`src/fsd_pkg.sv`:
```
/*
  shared constants, types and the protect decode of the flash sequencer.
  assumes a 100 MHz core clock and a mode-0 serial host.
*/
`default_nettype none
package fsd_pkg;
  // instruction codes
  localparam logic [7:0] FSD_WRITE_ENABLE_CMD = 8'h06;
  localparam logic [7:0] FSD_PAGE_PROGRAM_CMD = 8'h02;
  localparam logic [7:0] FSD_SECTOR_ERASE_CMD = 8'hD8;
  localparam logic [7:0] FSD_WHOLE_ARRAY_ERASE_CMD = 8'hC7;
  localparam logic [7:0] FSD_DEEP_POWERDOWN_CMD = 8'hB9;
  localparam logic [7:0] FSD_RELEASE_SIGNATURE_CMD = 8'hAB;
  // byte counts of a frame
  localparam logic [2:0] FSD_ADDR_DONE = 3'h4;
  localparam logic [2:0] FSD_OP_DONE = 3'h1;
  localparam logic [2:0] FSD_BYTE_SAT = 3'h7;
  // times in their own units, then cycles
  localparam int FSD_CLK_MHZ = 100;
  localparam int FSD_PROGRAM_CYCLE_TIME_US = 2000;
  localparam int FSD_SECTOR_ERASE_TIME_MS = 800;
  localparam int FSD_ARRAY_ERASE_TIME_MS = 7000;
  localparam int FSD_POWERDOWN_ENTRY_DELAY_US = 3;
  localparam int FSD_POWERDOWN_RELEASE_DELAY_US = 3;
  localparam int FSD_PROG_CYCLES = FSD_PROGRAM_CYCLE_TIME_US * FSD_CLK_MHZ;
  localparam int FSD_SE_CYCLES = FSD_SECTOR_ERASE_TIME_MS * 1000 * FSD_CLK_MHZ;
  localparam int FSD_BE_CYCLES = FSD_ARRAY_ERASE_TIME_MS * 1000 * FSD_CLK_MHZ;
  localparam int FSD_DP_CYCLES = FSD_POWERDOWN_ENTRY_DELAY_US * FSD_CLK_MHZ;
  localparam int FSD_RES_CYCLES = FSD_POWERDOWN_RELEASE_DELAY_US * FSD_CLK_MHZ;
  // reset values: {sck, cs_n, si} idle levels, latch and flags
  localparam logic [2:0] FSD_PIN_RST = 3'h2;
  localparam logic FSD_WEL_RST = 1'b0;
  localparam logic FSD_BUSY_RST = 1'b0;

  typedef enum logic [2:0] {
    FSD_CYC_IDLE = 3'b000,
    FSD_CYC_PROG_RD = 3'b001,
    FSD_CYC_PROG_WR = 3'b010,
    FSD_CYC_WAIT = 3'b011
  } fsd_cyc_t;

  typedef enum logic [1:0] {
    FSD_PWR_STBY = 2'b00,
    FSD_PWR_ENTER = 2'b01,
    FSD_PWR_DEEP = 2'b10,
    FSD_PWR_EXIT = 2'b11
  } fsd_pwr_t;

  // sector of eight covered by the protect bits; 4 and up cover all
  function automatic logic fsd_protected(input logic [2:0] bp, input logic [2:0] sec);
    case (bp)
      3'h0: fsd_protected = 1'b0;
      3'h1: fsd_protected = (sec == 3'h7);
      3'h2: fsd_protected = (sec[2:1] == 2'h3);
      3'h3: fsd_protected = sec[2];
      default: fsd_protected = 1'b1;
    endcase
  endfunction
endpackage
`default_nettype wire

```
`src/fsd_pin_sync.sv`:
```
/*
  three-stage synchroniser with agreement filter and edge pulses.
  assumes inputs are asynchronous pins; reset levels come from RST_VAL.
*/
`timescale 1ns/1ps
`default_nettype none
module fsd_pin_sync #(
  parameter int W = 3,
  parameter logic [W-1:0] RST_VAL = '0
) (
  // clock and reset
  input wire logic core_clk_i,
  input wire logic resetn_i,
  // pins
  input wire logic [W-1:0] din_i,
  // filtered level and edges
  output logic [W-1:0] lvl_o,
  output logic [W-1:0] rise_o,
  output logic [W-1:0] fall_o
);
  logic [W-1:0] s1;
  logic [W-1:0] s2;
  logic [W-1:0] s3;

  // s1 feeds s2 only; s2/s3 agreement rejects a half-caught change
  for (genvar g = 0; g < W; g++)
  begin : g_bit
    always_ff @(posedge core_clk_i or negedge resetn_i)
    begin
      if (!resetn_i)
      begin
        s1[g] <= RST_VAL[g];
        s2[g] <= RST_VAL[g];
        s3[g] <= RST_VAL[g];
        lvl_o[g] <= RST_VAL[g];
        rise_o[g] <= 1'b0;
        fall_o[g] <= 1'b0;
      end
      else
      begin
        s1[g] <= din_i[g];
        s2[g] <= s1[g];
        s3[g] <= s2[g];
        rise_o[g] <= (s2[g] == s3[g]) && s3[g] && !lvl_o[g];
        fall_o[g] <= (s2[g] == s3[g]) && !s3[g] && lvl_o[g];
        if (s2[g] == s3[g])
        begin
          lvl_o[g] <= s3[g];
        end
      end
    end
  end
endmodule // fsd_pin_sync
`default_nettype wire

```
`src/fsd_flash_seq.sv`:
```
/*
  program, erase and deep power-down sequencer of a serial flash.
  assumes a mode-0 host on sck/cs_n/si, an array with combinational
  read on mem_addr_o, and status-write logic outside this block.
*/
// Summary of operation
// - program and erase need the write-enable latch, set by write-enable
// - programming only clears bits, never sets them
// - over 256 data bytes wrap inside the page; last 256 win
// - under 256 bytes program only addressed bytes of the page
// - program runs only when select rises on a byte boundary
// - valid program or erase starts timed cycle; busy high, latch cleared
// - program aimed at a protected page is discarded
// - sector erase: opcode and address; whole sector becomes FFh
// - sector erase runs only if select rises after third address byte
// - sector erase of a protected sector is not performed
// - whole-array erase is opcode alone and erases everything
// - whole-array erase only with all three protect bits zero
// - deep power-down after eighth opcode bit, entered after fixed delay
// - in deep power-down only release instruction is heard
// - deep power-down request during a busy cycle is rejected
// - power loss cancels deep power-down; power-up in standby
// - release: opcode, three dummy bytes, then signature on falling edges
// - further clocks repeat the signature byte
// - release during a busy cycle is not decoded
// - release leaves standby at once, or after delay from deep power-down
// - busy flag one while program, erase or status write runs
// - after power-up standby with write-enable latch clear
`timescale 1ns/1ps
`default_nettype none
module fsd_flash_seq
  import fsd_pkg::*;
#(
  parameter int ADDR_W = 19,
  parameter logic [7:0] SIGNATURE = 8'h5A, // arbitrary value
  parameter int PROG_CYCLES = FSD_PROG_CYCLES,
  parameter int SE_CYCLES = FSD_SE_CYCLES,
  parameter int BE_CYCLES = FSD_BE_CYCLES
) (
  // clock and reset
  input wire logic core_clk_i,
  input wire logic resetn_i,
  // serial link
  input wire logic spi_sck_i,
  input wire logic spi_cs_n_i,
  input wire logic spi_si_i,
  output logic spi_so_o,
  output logic spi_so_oe_o,
  // status register neighbours
  input wire logic [2:0] protect_bits_i,
  input wire logic status_write_busy_i,
  input wire logic wel_clear_i,
  output logic write_enable_latch_o,
  output logic busy_flag_o,
  output logic deep_powerdown_o,
  // memory array
  input wire logic [7:0] mem_rdata_i,
  output logic [ADDR_W-1:0] mem_addr_o,
  output logic [7:0] mem_wdata_o,
  output logic mem_write_o,
  output logic mem_erase_sector_o,
  output logic mem_erase_all_o
);
  localparam int DP_DLY = FSD_DP_CYCLES;

  logic [2:0] pin_lvl;
  logic [2:0] pin_rise;
  logic [2:0] pin_fall;
  logic [2:0] bit_cnt;
  logic [2:0] byte_cnt;
  logic [6:0] shreg;
  logic [7:0] opcode;
  logic [23:0] addr;
  logic frame_ok;
  logic [7:0] page_buf [256];
  logic [255:0] page_mask;
  logic [7:0] page_ptr;
  fsd_cyc_t cyc;
  fsd_pwr_t pwr;
  logic [31:0] timer;
  logic [15:0] pwr_timer;
  logic [7:0] idx;

  fsd_pin_sync #(
    .W(3),
    .RST_VAL(FSD_PIN_RST)
  ) u_sync (
    .core_clk_i(core_clk_i),
    .resetn_i(resetn_i),
    .din_i({spi_sck_i, spi_cs_n_i, spi_si_i}),
    .lvl_o(pin_lvl),
    .rise_o(pin_rise),
    .fall_o(pin_fall)
  );

  // decoded link events
  logic cs_high;
  logic cs_rise;
  logic cs_fall;
  logic sck_rise;
  logic sck_fall;
  logic [7:0] byte_in;
  logic byte_done;
  logic busy_any;
  logic write_enable_cmd_hit;
  logic at_ok;
  logic sec_prot;
  logic go_prog;
  logic go_se;
  logic go_be;
  logic go_dp;
  logic res_rel;
  assign cs_high = pin_lvl[1];
  assign cs_rise = pin_rise[1];
  assign cs_fall = pin_fall[1];
  assign sck_rise = pin_rise[2] && !cs_high;
  assign sck_fall = pin_fall[2] && !cs_high;
  assign byte_in = {shreg, pin_lvl[0]}; // msb first
  assign byte_done = sck_rise && (bit_cnt == 3'h7);
  assign busy_any = (cyc != FSD_CYC_IDLE) || status_write_busy_i;
  assign write_enable_cmd_hit = byte_done && (byte_cnt == 3'h0) && (byte_in == FSD_WRITE_ENABLE_CMD)
                    && !busy_any && (pwr == FSD_PWR_STBY);
  assign sec_prot = fsd_protected(protect_bits_i, addr[ADDR_W-1 -: 3]);
  // only a release on a byte boundary executes
  assign at_ok = cs_rise && frame_ok && (bit_cnt == 3'h0) && !busy_any;
  assign go_prog = at_ok && (opcode == FSD_PAGE_PROGRAM_CMD) && (byte_cnt > FSD_ADDR_DONE)
                   && write_enable_latch_o && !sec_prot;
  assign go_se = at_ok && (opcode == FSD_SECTOR_ERASE_CMD) && (byte_cnt == FSD_ADDR_DONE)
                 && write_enable_latch_o && !sec_prot;
  assign go_be = at_ok && (opcode == FSD_WHOLE_ARRAY_ERASE_CMD) && (byte_cnt == FSD_OP_DONE)
                 && write_enable_latch_o && (protect_bits_i == 3'h0);
  assign go_dp = at_ok && (opcode == FSD_DEEP_POWERDOWN_CMD) && (byte_cnt == FSD_OP_DONE);
  // release may end anywhere after the opcode
  assign res_rel = cs_rise && frame_ok && (opcode == FSD_RELEASE_SIGNATURE_CMD)
                   && (byte_cnt != 3'h0) && !busy_any;

  // bit and byte counting, opcode and address capture
  always_ff @(posedge core_clk_i or negedge resetn_i)
  begin
    if (!resetn_i)
    begin
      bit_cnt <= 3'h0;
      byte_cnt <= 3'h0;
      shreg <= 7'h00;
      opcode <= 8'h00;
      addr <= 24'h000000;
    end
    else if (cs_fall)
    begin
      bit_cnt <= 3'h0;
      byte_cnt <= 3'h0;
    end
    else if (sck_rise)
    begin
      bit_cnt <= bit_cnt + 3'h1;
      shreg <= byte_in[6:0];
      if (byte_done && (byte_cnt != FSD_BYTE_SAT))
      begin
        byte_cnt <= byte_cnt + 3'h1;
      end
      if (byte_done && (byte_cnt == 3'h0))
      begin
        opcode <= byte_in;
      end
      else if (byte_done && (byte_cnt < FSD_ADDR_DONE))
      begin
        addr <= {addr[15:0], byte_in};
      end
    end
  end

  // frame admission: busy hides all, deep power-down all but release
  always_ff @(posedge core_clk_i or negedge resetn_i)
  begin
    if (!resetn_i)
    begin
      frame_ok <= 1'b0;
    end
    else if (cs_fall)
    begin
      frame_ok <= 1'b0;
    end
    else if (byte_done && (byte_cnt == 3'h0))
    begin
      frame_ok <= !busy_any && ((pwr == FSD_PWR_STBY) || ((pwr == FSD_PWR_DEEP)
                  && (byte_in == FSD_RELEASE_SIGNATURE_CMD)));
    end
  end

  // page buffer data; no reset, only masked bytes are ever used
  always_ff @(posedge core_clk_i)
  begin
    if (byte_done && frame_ok && (opcode == FSD_PAGE_PROGRAM_CMD) && (byte_cnt >= FSD_ADDR_DONE))
    begin
      page_buf[page_ptr] <= byte_in; // wrap overwrites older bytes
    end
  end

  // which page bytes were addressed in this frame
  always_ff @(posedge core_clk_i or negedge resetn_i)
  begin
    if (!resetn_i)
    begin
      page_mask <= '0;
      page_ptr <= 8'h00;
    end
    else if (byte_done && frame_ok && (opcode == FSD_PAGE_PROGRAM_CMD))
    begin
      if (byte_cnt == 3'h3)
      begin
        page_mask <= '0;
        page_ptr <= byte_in;
      end
      else if (byte_cnt >= FSD_ADDR_DONE)
      begin
        page_mask[page_ptr] <= 1'b1;
        page_ptr <= page_ptr + 8'h01; // stays in page
      end
    end
  end

  // write-enable latch; a set in the clear cycle wins
  always_ff @(posedge core_clk_i or negedge resetn_i)
  begin
    if (!resetn_i)
    begin
      write_enable_latch_o <= FSD_WEL_RST;
    end
    else if (write_enable_cmd_hit)
    begin
      write_enable_latch_o <= 1'b1;
    end
    else if (go_prog || go_se || go_be || wel_clear_i)
    begin
      write_enable_latch_o <= 1'b0; // cleared at cycle start
    end
  end

  // self-timed program and erase cycle
  always_ff @(posedge core_clk_i or negedge resetn_i)
  begin
    if (!resetn_i)
    begin
      cyc <= FSD_CYC_IDLE;
      timer <= 32'h0;
      idx <= 8'h00;
      mem_addr_o <= '0;
      mem_wdata_o <= 8'h00;
      mem_write_o <= 1'b0;
      mem_erase_sector_o <= 1'b0;
      mem_erase_all_o <= 1'b0;
    end
    else
    begin
      mem_write_o <= 1'b0;
      mem_erase_sector_o <= 1'b0;
      mem_erase_all_o <= 1'b0;
      if (timer != 32'h0)
      begin
        timer <= timer - 32'h1;
      end
      case (cyc)
        FSD_CYC_IDLE:
        begin
          idx <= 8'h00;
          if (go_prog)
          begin
            cyc <= FSD_CYC_PROG_RD;
            timer <= 32'(PROG_CYCLES);
          end
          else if (go_se || go_be)
          begin
            cyc <= FSD_CYC_WAIT;
            timer <= go_se ? 32'(SE_CYCLES) : 32'(BE_CYCLES);
            mem_addr_o <= addr[ADDR_W-1:0]; // any byte picks its sector
            mem_erase_sector_o <= go_se;
            mem_erase_all_o <= go_be;
          end
        end
        FSD_CYC_PROG_RD:
        begin
          mem_addr_o <= {addr[ADDR_W-1:8], idx};
          if (page_mask[idx])
          begin
            cyc <= FSD_CYC_PROG_WR;
          end
          else if (idx == 8'hFF)
          begin
            cyc <= FSD_CYC_WAIT;
          end
          else
          begin
            idx <= idx + 8'h01;
          end
        end
        FSD_CYC_PROG_WR:
        begin
          mem_wdata_o <= mem_rdata_i & page_buf[idx]; // ones never return
          mem_write_o <= 1'b1;
          idx <= idx + 8'h01;
          cyc <= (idx == 8'hFF) ? FSD_CYC_WAIT : FSD_CYC_PROG_RD;
        end
        FSD_CYC_WAIT:
        begin
          if (timer == 32'h0)
          begin
            cyc <= FSD_CYC_IDLE;
          end
        end
        default:
        begin
          cyc <= FSD_CYC_IDLE;
        end
      endcase
    end
  end

  // busy flag, rises with the cycle state, falls one cycle after it
  always_ff @(posedge core_clk_i or negedge resetn_i)
  begin
    if (!resetn_i)
    begin
      busy_flag_o <= FSD_BUSY_RST;
    end
    else
    begin
      busy_flag_o <= busy_any || go_prog || go_se || go_be;
    end
  end

  // power mode; reset stands for power-up
  always_ff @(posedge core_clk_i or negedge resetn_i)
  begin
    if (!resetn_i)
    begin
      pwr <= FSD_PWR_STBY;
      pwr_timer <= 16'h0;
      deep_powerdown_o <= 1'b0;
    end
    else
    begin
      if (pwr_timer != 16'h0)
      begin
        pwr_timer <= pwr_timer - 16'h1;
      end
      case (pwr)
        FSD_PWR_STBY:
        begin
          if (go_dp)
          begin
            pwr <= FSD_PWR_ENTER;
            pwr_timer <= 16'(FSD_DP_CYCLES - 1);
          end
        end
        FSD_PWR_ENTER:
        begin
          if (pwr_timer == 16'h0)
          begin
            pwr <= FSD_PWR_DEEP;
            deep_powerdown_o <= 1'b1;
          end
        end
        FSD_PWR_DEEP:
        begin
          if (res_rel)
          begin
            pwr <= FSD_PWR_EXIT; // delayed release
            pwr_timer <= 16'(FSD_RES_CYCLES - 1);
          end
        end
        FSD_PWR_EXIT:
        begin
          if (pwr_timer == 16'h0)
          begin
            pwr <= FSD_PWR_STBY;
            deep_powerdown_o <= 1'b0;
          end
        end
        default:
        begin
          pwr <= FSD_PWR_STBY;
        end
      endcase
    end
  end

  // signature shifter: bit 7 first, repeats every eight clocks
  always_ff @(posedge core_clk_i or negedge resetn_i)
  begin
    if (!resetn_i)
    begin
      spi_so_o <= 1'b0;
      spi_so_oe_o <= 1'b0;
    end
    else if (cs_high)
    begin
      spi_so_oe_o <= 1'b0;
    end
    else if (sck_fall && frame_ok && (opcode == FSD_RELEASE_SIGNATURE_CMD) && (byte_cnt >= FSD_ADDR_DONE))
    begin
      spi_so_o <= SIGNATURE[~bit_cnt];
      spi_so_oe_o <= 1'b1;
    end
  end
endmodule // fsd_flash_seq
`default_nettype wire

```
`config.mk`:
```
export PLATFORM = sky130hd
export DESIGN_NAME = fsd_flash_seq
export DESIGN_NICKNAME = d
export VERILOG_FILES = /design/src/fsd_pkg.sv /design/src/fsd_pin_sync.sv /design/src/fsd_flash_seq.sv
export SDC_FILE = /design/constraint.sdc
export NUM_CORES = 2
export LEC_CHECK = 0
export BUFFER_PORTS_ARGS = -buffer_cell sky130_fd_sc_hd__buf_2
export CORE_UTILIZATION = 50
export DETAILED_ROUTE_END_ITERATION = 8
export PLACE_DENSITY_LB_ADDON = 0.12
export SLEW_MARGIN = 15
export SYNTH_ARGS = -nofsm -noshare
export SYNTH_HDL_FRONTEND = slang
export SYNTH_SLANG_ARGS = --single-unit
export TNS_END_PERCENT = 20
```
`constraint.sdc`:
```
create_clock -name core_clk_i -period 4.45 [get_ports core_clk_i]
set_input_delay 0.445 -clock core_clk_i [delete_from_list [all_inputs] [get_ports core_clk_i]]
set_output_delay 0.445 -clock core_clk_i [all_outputs]
set_load 0.02 [all_outputs]
```
# --- Word-level counts from Yosys, hierarchy flattened ---
# Memories as Yosys holds them, arrays and structs flattened. A register that Yosys moved wholly into a read port is not among the register bits.
# Cells that the tools add are included.
word_totals:
  romBits: 8
  input_bits: 18
  ram_bits: 2048
  output_inout_bits: 35
  n_memories: 2
  reg_bits: 416
memory_table:
  columns: ["name", "depth", "width", "rd", "rd_ports_with_merged_regs", "wr", "line_no", "source"]
  rows:
  - ["page_buf", 256, 8, 1, 0, 1, "fsd_flash_seq.sv:75", "logic [7:0] page_buf [256];"]
  - ["(no name shown)", 8, 1, 1, 1, 0, "fsd_flash_seq.sv:401", "spi_so_o <= SIGNATURE[~bit_cnt];"]
classes:
  add_sub_neg: 6
  n_reduce_logical: 93
  eq_ne: 38
  n_lt_le_gt_ge: 6
  mux: 59
  bitwise_logic: 6
ops:
  columns: ["operator", "count"]
  rows:
  - ["$mux 256", 2]
  - ["$or 256x256->256", 1]
  - ["$mux 32", 4]
  - ["$eq 8x8->1 const B", 6]
  - ["$mux 16", 3]
  - ["$logic_and 1x1->1", 46]
  - ["$mux 19", 2]
  - ["$pmux 19 s2", 1]
  - ["$logic_not 32->1", 1]
  - ["$mux 8", 4]
  - ["$pmux 16 s2", 1]
  - ["$reduce_bool 32->1", 1]
  - ["$sub 32x1->32 const B", 1]
  - ["$mux 3", 10]
  - ["$mux 30", 1]
  - ["$pmux 8 s3", 1]
  - ["$mux 1", 19]
  - ["$lt 8x9->1 const B", 2]
  - ["$ne 2x2->1 const B", 9]
  - ["$add 8x1->8 const B", 2]
  - ["$logic_not 16->1", 1]
  - ["$reduce_bool 16->1", 1]
  - ["$reduce_bool 2->1", 8]
  - ["$sub 16x1->16 const B", 1]
  - ["32 further kinds", 80]

# --- Longest topological paths before layout ---
logic_depth:
  depth_word: 13
  depth_mapped: 15

# --- Hierarchy ---
# A second synthesis with hierarchy kept.
unflattened:
  cells_unflattened: 5131
  hier_area_um2: 97943.9
modules_own_cells:
  columns: ["module", "area_each_um2", "seq_area_each_um2", "n_inst", "cells_each"]
  rows:
  - ["fsd_flash_seq", 97308.3, 71508.6, 1, 5092]
  - ["fsd_pin_sync", 635.6, 455.4, 1, 39]

# --- Worst setup path before layout ---
# OpenSTA, ideal clock, no wires.
synth_path:
  kind: "register to register"
  from: "register u_sync.lvl_o[0]"
  to: "register frame_ok"
  slack_ps: 52
  path_buffers: 0
  arrival_ps: 4325
  setup_ps: 72
  period_less_slack_ps: 4398
  path_stages_with_launch: 6
  required_time_ps: 4378
  path_cell_list: "dfrtp_1 and4b_1 a41oi_1 nor3_1 a21oi_1 nor2_1"
synth_between:
  elab_chain_cells: 6
synth_rtl:
  columns: ["element", "line_no", "source"]
  rows:
  - ["from (decl)", "fsd_pin_sync.sv:17", "output logic [W-1:0] lvl_o,"]
  - ["from (signal, indexed assignment)", "fsd_pin_sync.sv:35", "lvl_o[g] <= RST_VAL[g];"]
  - ["from (signal, indexed assignment)", "fsd_pin_sync.sv:48", "lvl_o[g] <= s3[g];"]
  - ["$eq 8x8->1", "fsd_flash_seq.sv:186", "&& (byte_in == FSD_RELEASE_SIGNATURE_CMD)));"]
  - ["$logic_and 1x1->1", "fsd_flash_seq.sv:186", null]
  - ["$logic_or 1x1->1", "fsd_flash_seq.sv:185", "frame_ok <= !busy_any && ((pwr == FSD_PWR_STBY) || ((pwr == FSD_PWR_DEEP)"]
  - ["$logic_and 1x1->1", "fsd_flash_seq.sv:185", null]
  - ["$mux 1", "fsd_flash_seq.sv:183", "else if (byte_done && (byte_cnt == 3'h0))"]
  - ["$mux 1", "fsd_flash_seq.sv:179", "else if (cs_fall)"]
  - ["to (signal assigned)", "fsd_flash_seq.sv:185", null]
  - ["to (decl)", "fsd_flash_seq.sv:74", "logic frame_ok;"]
# No other way between the ends. The select of a mux whose other input is x is not followed.
# A chain may end at the register's enable or synchronous reset.

# --- Worst setup path after layout ---
layout_path:
  from: "register idx[0]"
  to: "register mem_wdata_o[2]"
layout_between:
  elab_chain_cells: 2
layout_rtl:
  columns: ["element", "line_no", "source"]
  rows:
  - ["from (decl)", "fsd_flash_seq.sv:82", "logic [7:0] idx;"]
  - ["from (signal assigned)", "fsd_flash_seq.sv:293", "idx <= idx + 8'h01;"]
  - ["from (signal assigned)", "fsd_flash_seq.sv:300", "idx <= idx + 8'h01;"]
  - ["$mem_v2 256x8", null, null]
  - ["$and 8x8->8", "fsd_flash_seq.sv:298", "mem_wdata_o <= mem_rdata_i & page_buf[idx];"]
  - ["to (signal assigned)", "fsd_flash_seq.sv:298", null]
  - ["to (decl)", "fsd_flash_seq.sv:59", "output logic [7:0] mem_wdata_o,"]
# No other way between the ends.

==> metrics.md <==
| Metric | Value |
|---|---|
| Die area | `198000 µm²` |
| WL per Instance | `29.4 µm` |
| Asr flop ratio synth | `16.9%` |
| CP Cell Sequence | `buf_12, buf_12, mux4_2, mux4_2, a22o_1, a221oi_1, o22ai_1, nor3_1, o22ai_1` |
| Setup TNS | `0 ns` |
| TritonCTS Buffers | `275` |
| Final hold violation count | `0` |
| Sequential share of power | `54.0%` |
| DRT Wirelength | `247000 µm` |
| DRC viols | `0` |
| Comb power frac | `3.9%` |
| Post-synth top area share | `62.8%` |
| Post-Syn Nets | `5159` |
| Area leader, netlist | `edfxtp_1` |
| First-pass GRT wire length | `361000 µm` |
| R2r setup slk | `0.34 ns` |
| FF-to-FF path depth | `9` |
| Syn Area/Cell | `19.2 µm²` |
| Switching part of the total | `21.9%` |
| End of the worst register-to-register path | `mem_wdata_o[2]` |
| Post-synthesis cell type count | `76` |
| Worst-Margin Slew | `1.20 ns` |
| Iter 0 DRT Violations | `5671` |
| FF-to-FF Start | `idx[0]` |
| Area occupied by multi-input gates | `24400 µm²` |
| Synthesis Warnings | `0` |
| Max-cap violation count | `0` |
| CP Max Fanout | `36` |
| Design internal power | `40.0 mW` |
| # resized after CTS | `0` |
| Min cycle time layout | `4.11 ns` |
| Core Util, Final | `57.8%` |
| Antenna Nets Post-Route | `0` |
| Final net count | `5618` |
| Hold depth | `5` |
| Initial antenna violation count | `6` |
| Final Cycle Share | `92.4%` |
| Worst EP arrival | `4.89 ns` |
| Share of cells above drive strength 1 | `28.8%` |
| DP HPWL | `151000 µm` |
| Congestion Overflow GR | `0` |
| Largest net degree at the start of global routing | `134` |
| Fmax | `243 MHz` |
| Endpoint, Worst Hold | `timer[23]` |
| Seq cells post-synth | `2464` |
| Register area share after synthesis | `73.4%` |
| Die X | `445 µm` |
| Vias in the first global route | `51.6k` |
| Relative slew slack | `19.8%` |
| PwrDens | `455 nW/µm²` |
| Worst-skew pair later-pin latency | `0.93 ns` |
| Port Buffer Count | `52` |
| CP peak stage delay | `0.75 ns` |
| Root Driver | `clkbuf_16` |
| Hold_buf cts | `14` |
| Final GP Congestion | `0.830` |
| EDFF count, synth | `2048` |
| Total track usage | `25.2%` |
| Total setup buffers inserted after CTS | `0` |
| CORE AREA | `195000 µm²` |
| Syn Inst Count | `5111` |
| # setup viols final | `0` |
| Die H | `445 µm` |
| Layout filler cell count | `14.4k` |
| Commonest non-fill, non-tap cells in the layout | `2048 x edfxtp_1, 685 x mux4_2, 592 x nor2_1` |
| Crit Path Class | `register to register` |
| Top FF cell, synth | `edfxtp_1` |
| Sequential cell area | `72000 µm²` |
| Most common cell after layout, fill and taps aside | `edfxtp_1` |
| Clock Skew | `0.0588 ns` |
| Worst hold path class | `primary input to register` |
| VDD IR-drop max | `0.428 mV` |
| CTS tree | `yes` |
| # rows | `162` |
| Clock transition at path regs | `0.06 ns` |
| Vias per inst | `6.07` |
| WP data required | `5.23 ns` |
| Outcome | `finished, final reports clean` |
| CP max stage cell | `dfrtp_4` |
| Net Sw Power | `11.2 mW` |
| Min-delay src | `protect_bits_i[2]` |
| Clock share of power | `42.1%` |
| Num Clock Sinks | `2464` |
| Total vias in the final route | `50.9k` |
| Worst Setup End Kind | `register` |
| Cell area after synthesis | `98000 µm²` |
| Num ports | `53` |
| Worst Setup SP | `idx[0]` |
| CTS HTree Levels | `5` |
| Max-slew violations | `0` |
| Area contributors post-synth | `edfxtp_1 63%, mux4_2 16%, dfrtp_1 11%` |
| Unrepaired setup endpoints after global routing | `false` |
| Leakage | `38.1 nW` |
| Initial Util | `50.3%` |
| Crit path launch type | `register` |
| Bufs on Longest Clock Path | `4` |
| First-pass DRT Iterations | `6` |
| Area grow syn2layout | `14.9%` |
[cells by family after synthesis]
kind of cell,share of synthesized area (%)
AO/OA/AOI/OAI,3.14
XOR/XNOR,0.376
adder cells (fa/ha/maj),0.393
buffers and inverters,1.84
flip-flops,73.4
multiplexers,16.8
AND/OR/NAND/NOR,4.08
[power groups by stage]
stage               sequential (mW)  clock, mW  combinational [mW]
global placement               28.1          0                1.90
detailed placement             28.1          0                2.02
global route                   27.7       22.8                2.18
finish                         27.7       21.6                2.00
CTS                            27.7       21.9                2.03
floorplan                      29.0          0              0.0925
[state kept, by name, indices dropped and copies added (netlist names), 7 cells and up]
signal	flops
mem_addr_o	19
page_ptr	8
page_mask	256
idx	8
page_buf	2048
timer	32
addr	19
opcode	8
mem_wdata_o	8
pwr_timer	16
shreg	7
[layout make-up]
class / instances / area share, %
clock buffer: 359 / 6.68
antenna: 2 / 0.00445
sequential: 2464 / 63.9
multi-input combinational: 2287 / 21.7
timing repair buffer: 499 / 3.84
clock inverter: 101 / 0.803
tap: 2624 / 2.92
inverter: 43 / 0.143
[synth_stat cells (all sizes together), types with 30 or more instances]
master  number
ha          30
inv         42
a22oi       44
mux2i       38
mux2        54
mux4       685
clkbuf     195
nor2       602
a21oi      313
nor3        49
nand3       37
dfrtp      412
nand2       95
buf        122
o21ai       49
edfxtp    2048
xnor2       30
[how the worst max path moves through the flow]
| stage | to | slack, ns | cells past startpoint |
|---|---|---|---|
| floorplan | frame_ok | 0.05 | 5 |
| global placement | mem_wdata_o[1] | 0.24 | 9 |
| detailed placement | mem_wdata_o[2] | 0.32 | 9 |
| CTS | mem_wdata_o[1] | 0.30 | 9 |
| global route | mem_wdata_o[2] | 0.21 | 9 |
| finish | mem_wdata_o[2] | 0.34 | 9 |
[metal layers]
metal  GRT usage, %  vias up  share of wire [%]
met4           8.41        6                3.3
met2           39.3     2021                 48
met5              0        -              0.017
met1           36.3    27000                 42
li1               -    21400                  -
met3           4.24      433                7.3
[worst max-delay path, delay by kind of cell (launching register included)]
kind / cells / cell delay (ns)
mux: 2 / 1.02
simple gates: 1 / 0.26
flops: 1 / 0.75
buf+inv: 2 / 0.63
compound gates: 4 / 1.28
[through the flow]
stage | cells | setup WS [ns] | hold WS [ns] | cell area, µm² | total power [mW]
2_1_floorplan | 5111 | 0.0522 | 0.149 | 98000 | 29.1
6_report | 8379 | 0.337 | 0.0829 | 113000 | 51.2
5_1_grt | 8378 | 0.214 | 0.0931 | 113000 | 52.6
3_3_place_gp | 7902 | 0.236 | 0.332 | 104000 | 30.0
4_1_cts | 8376 | 0.298 | 0.0326 | 113000 | 51.6
3_5_place_dp | 7902 | 0.324 | 0.335 | 104000 | 30.2
No activity file was read; power rests on OpenSTA's default activity.
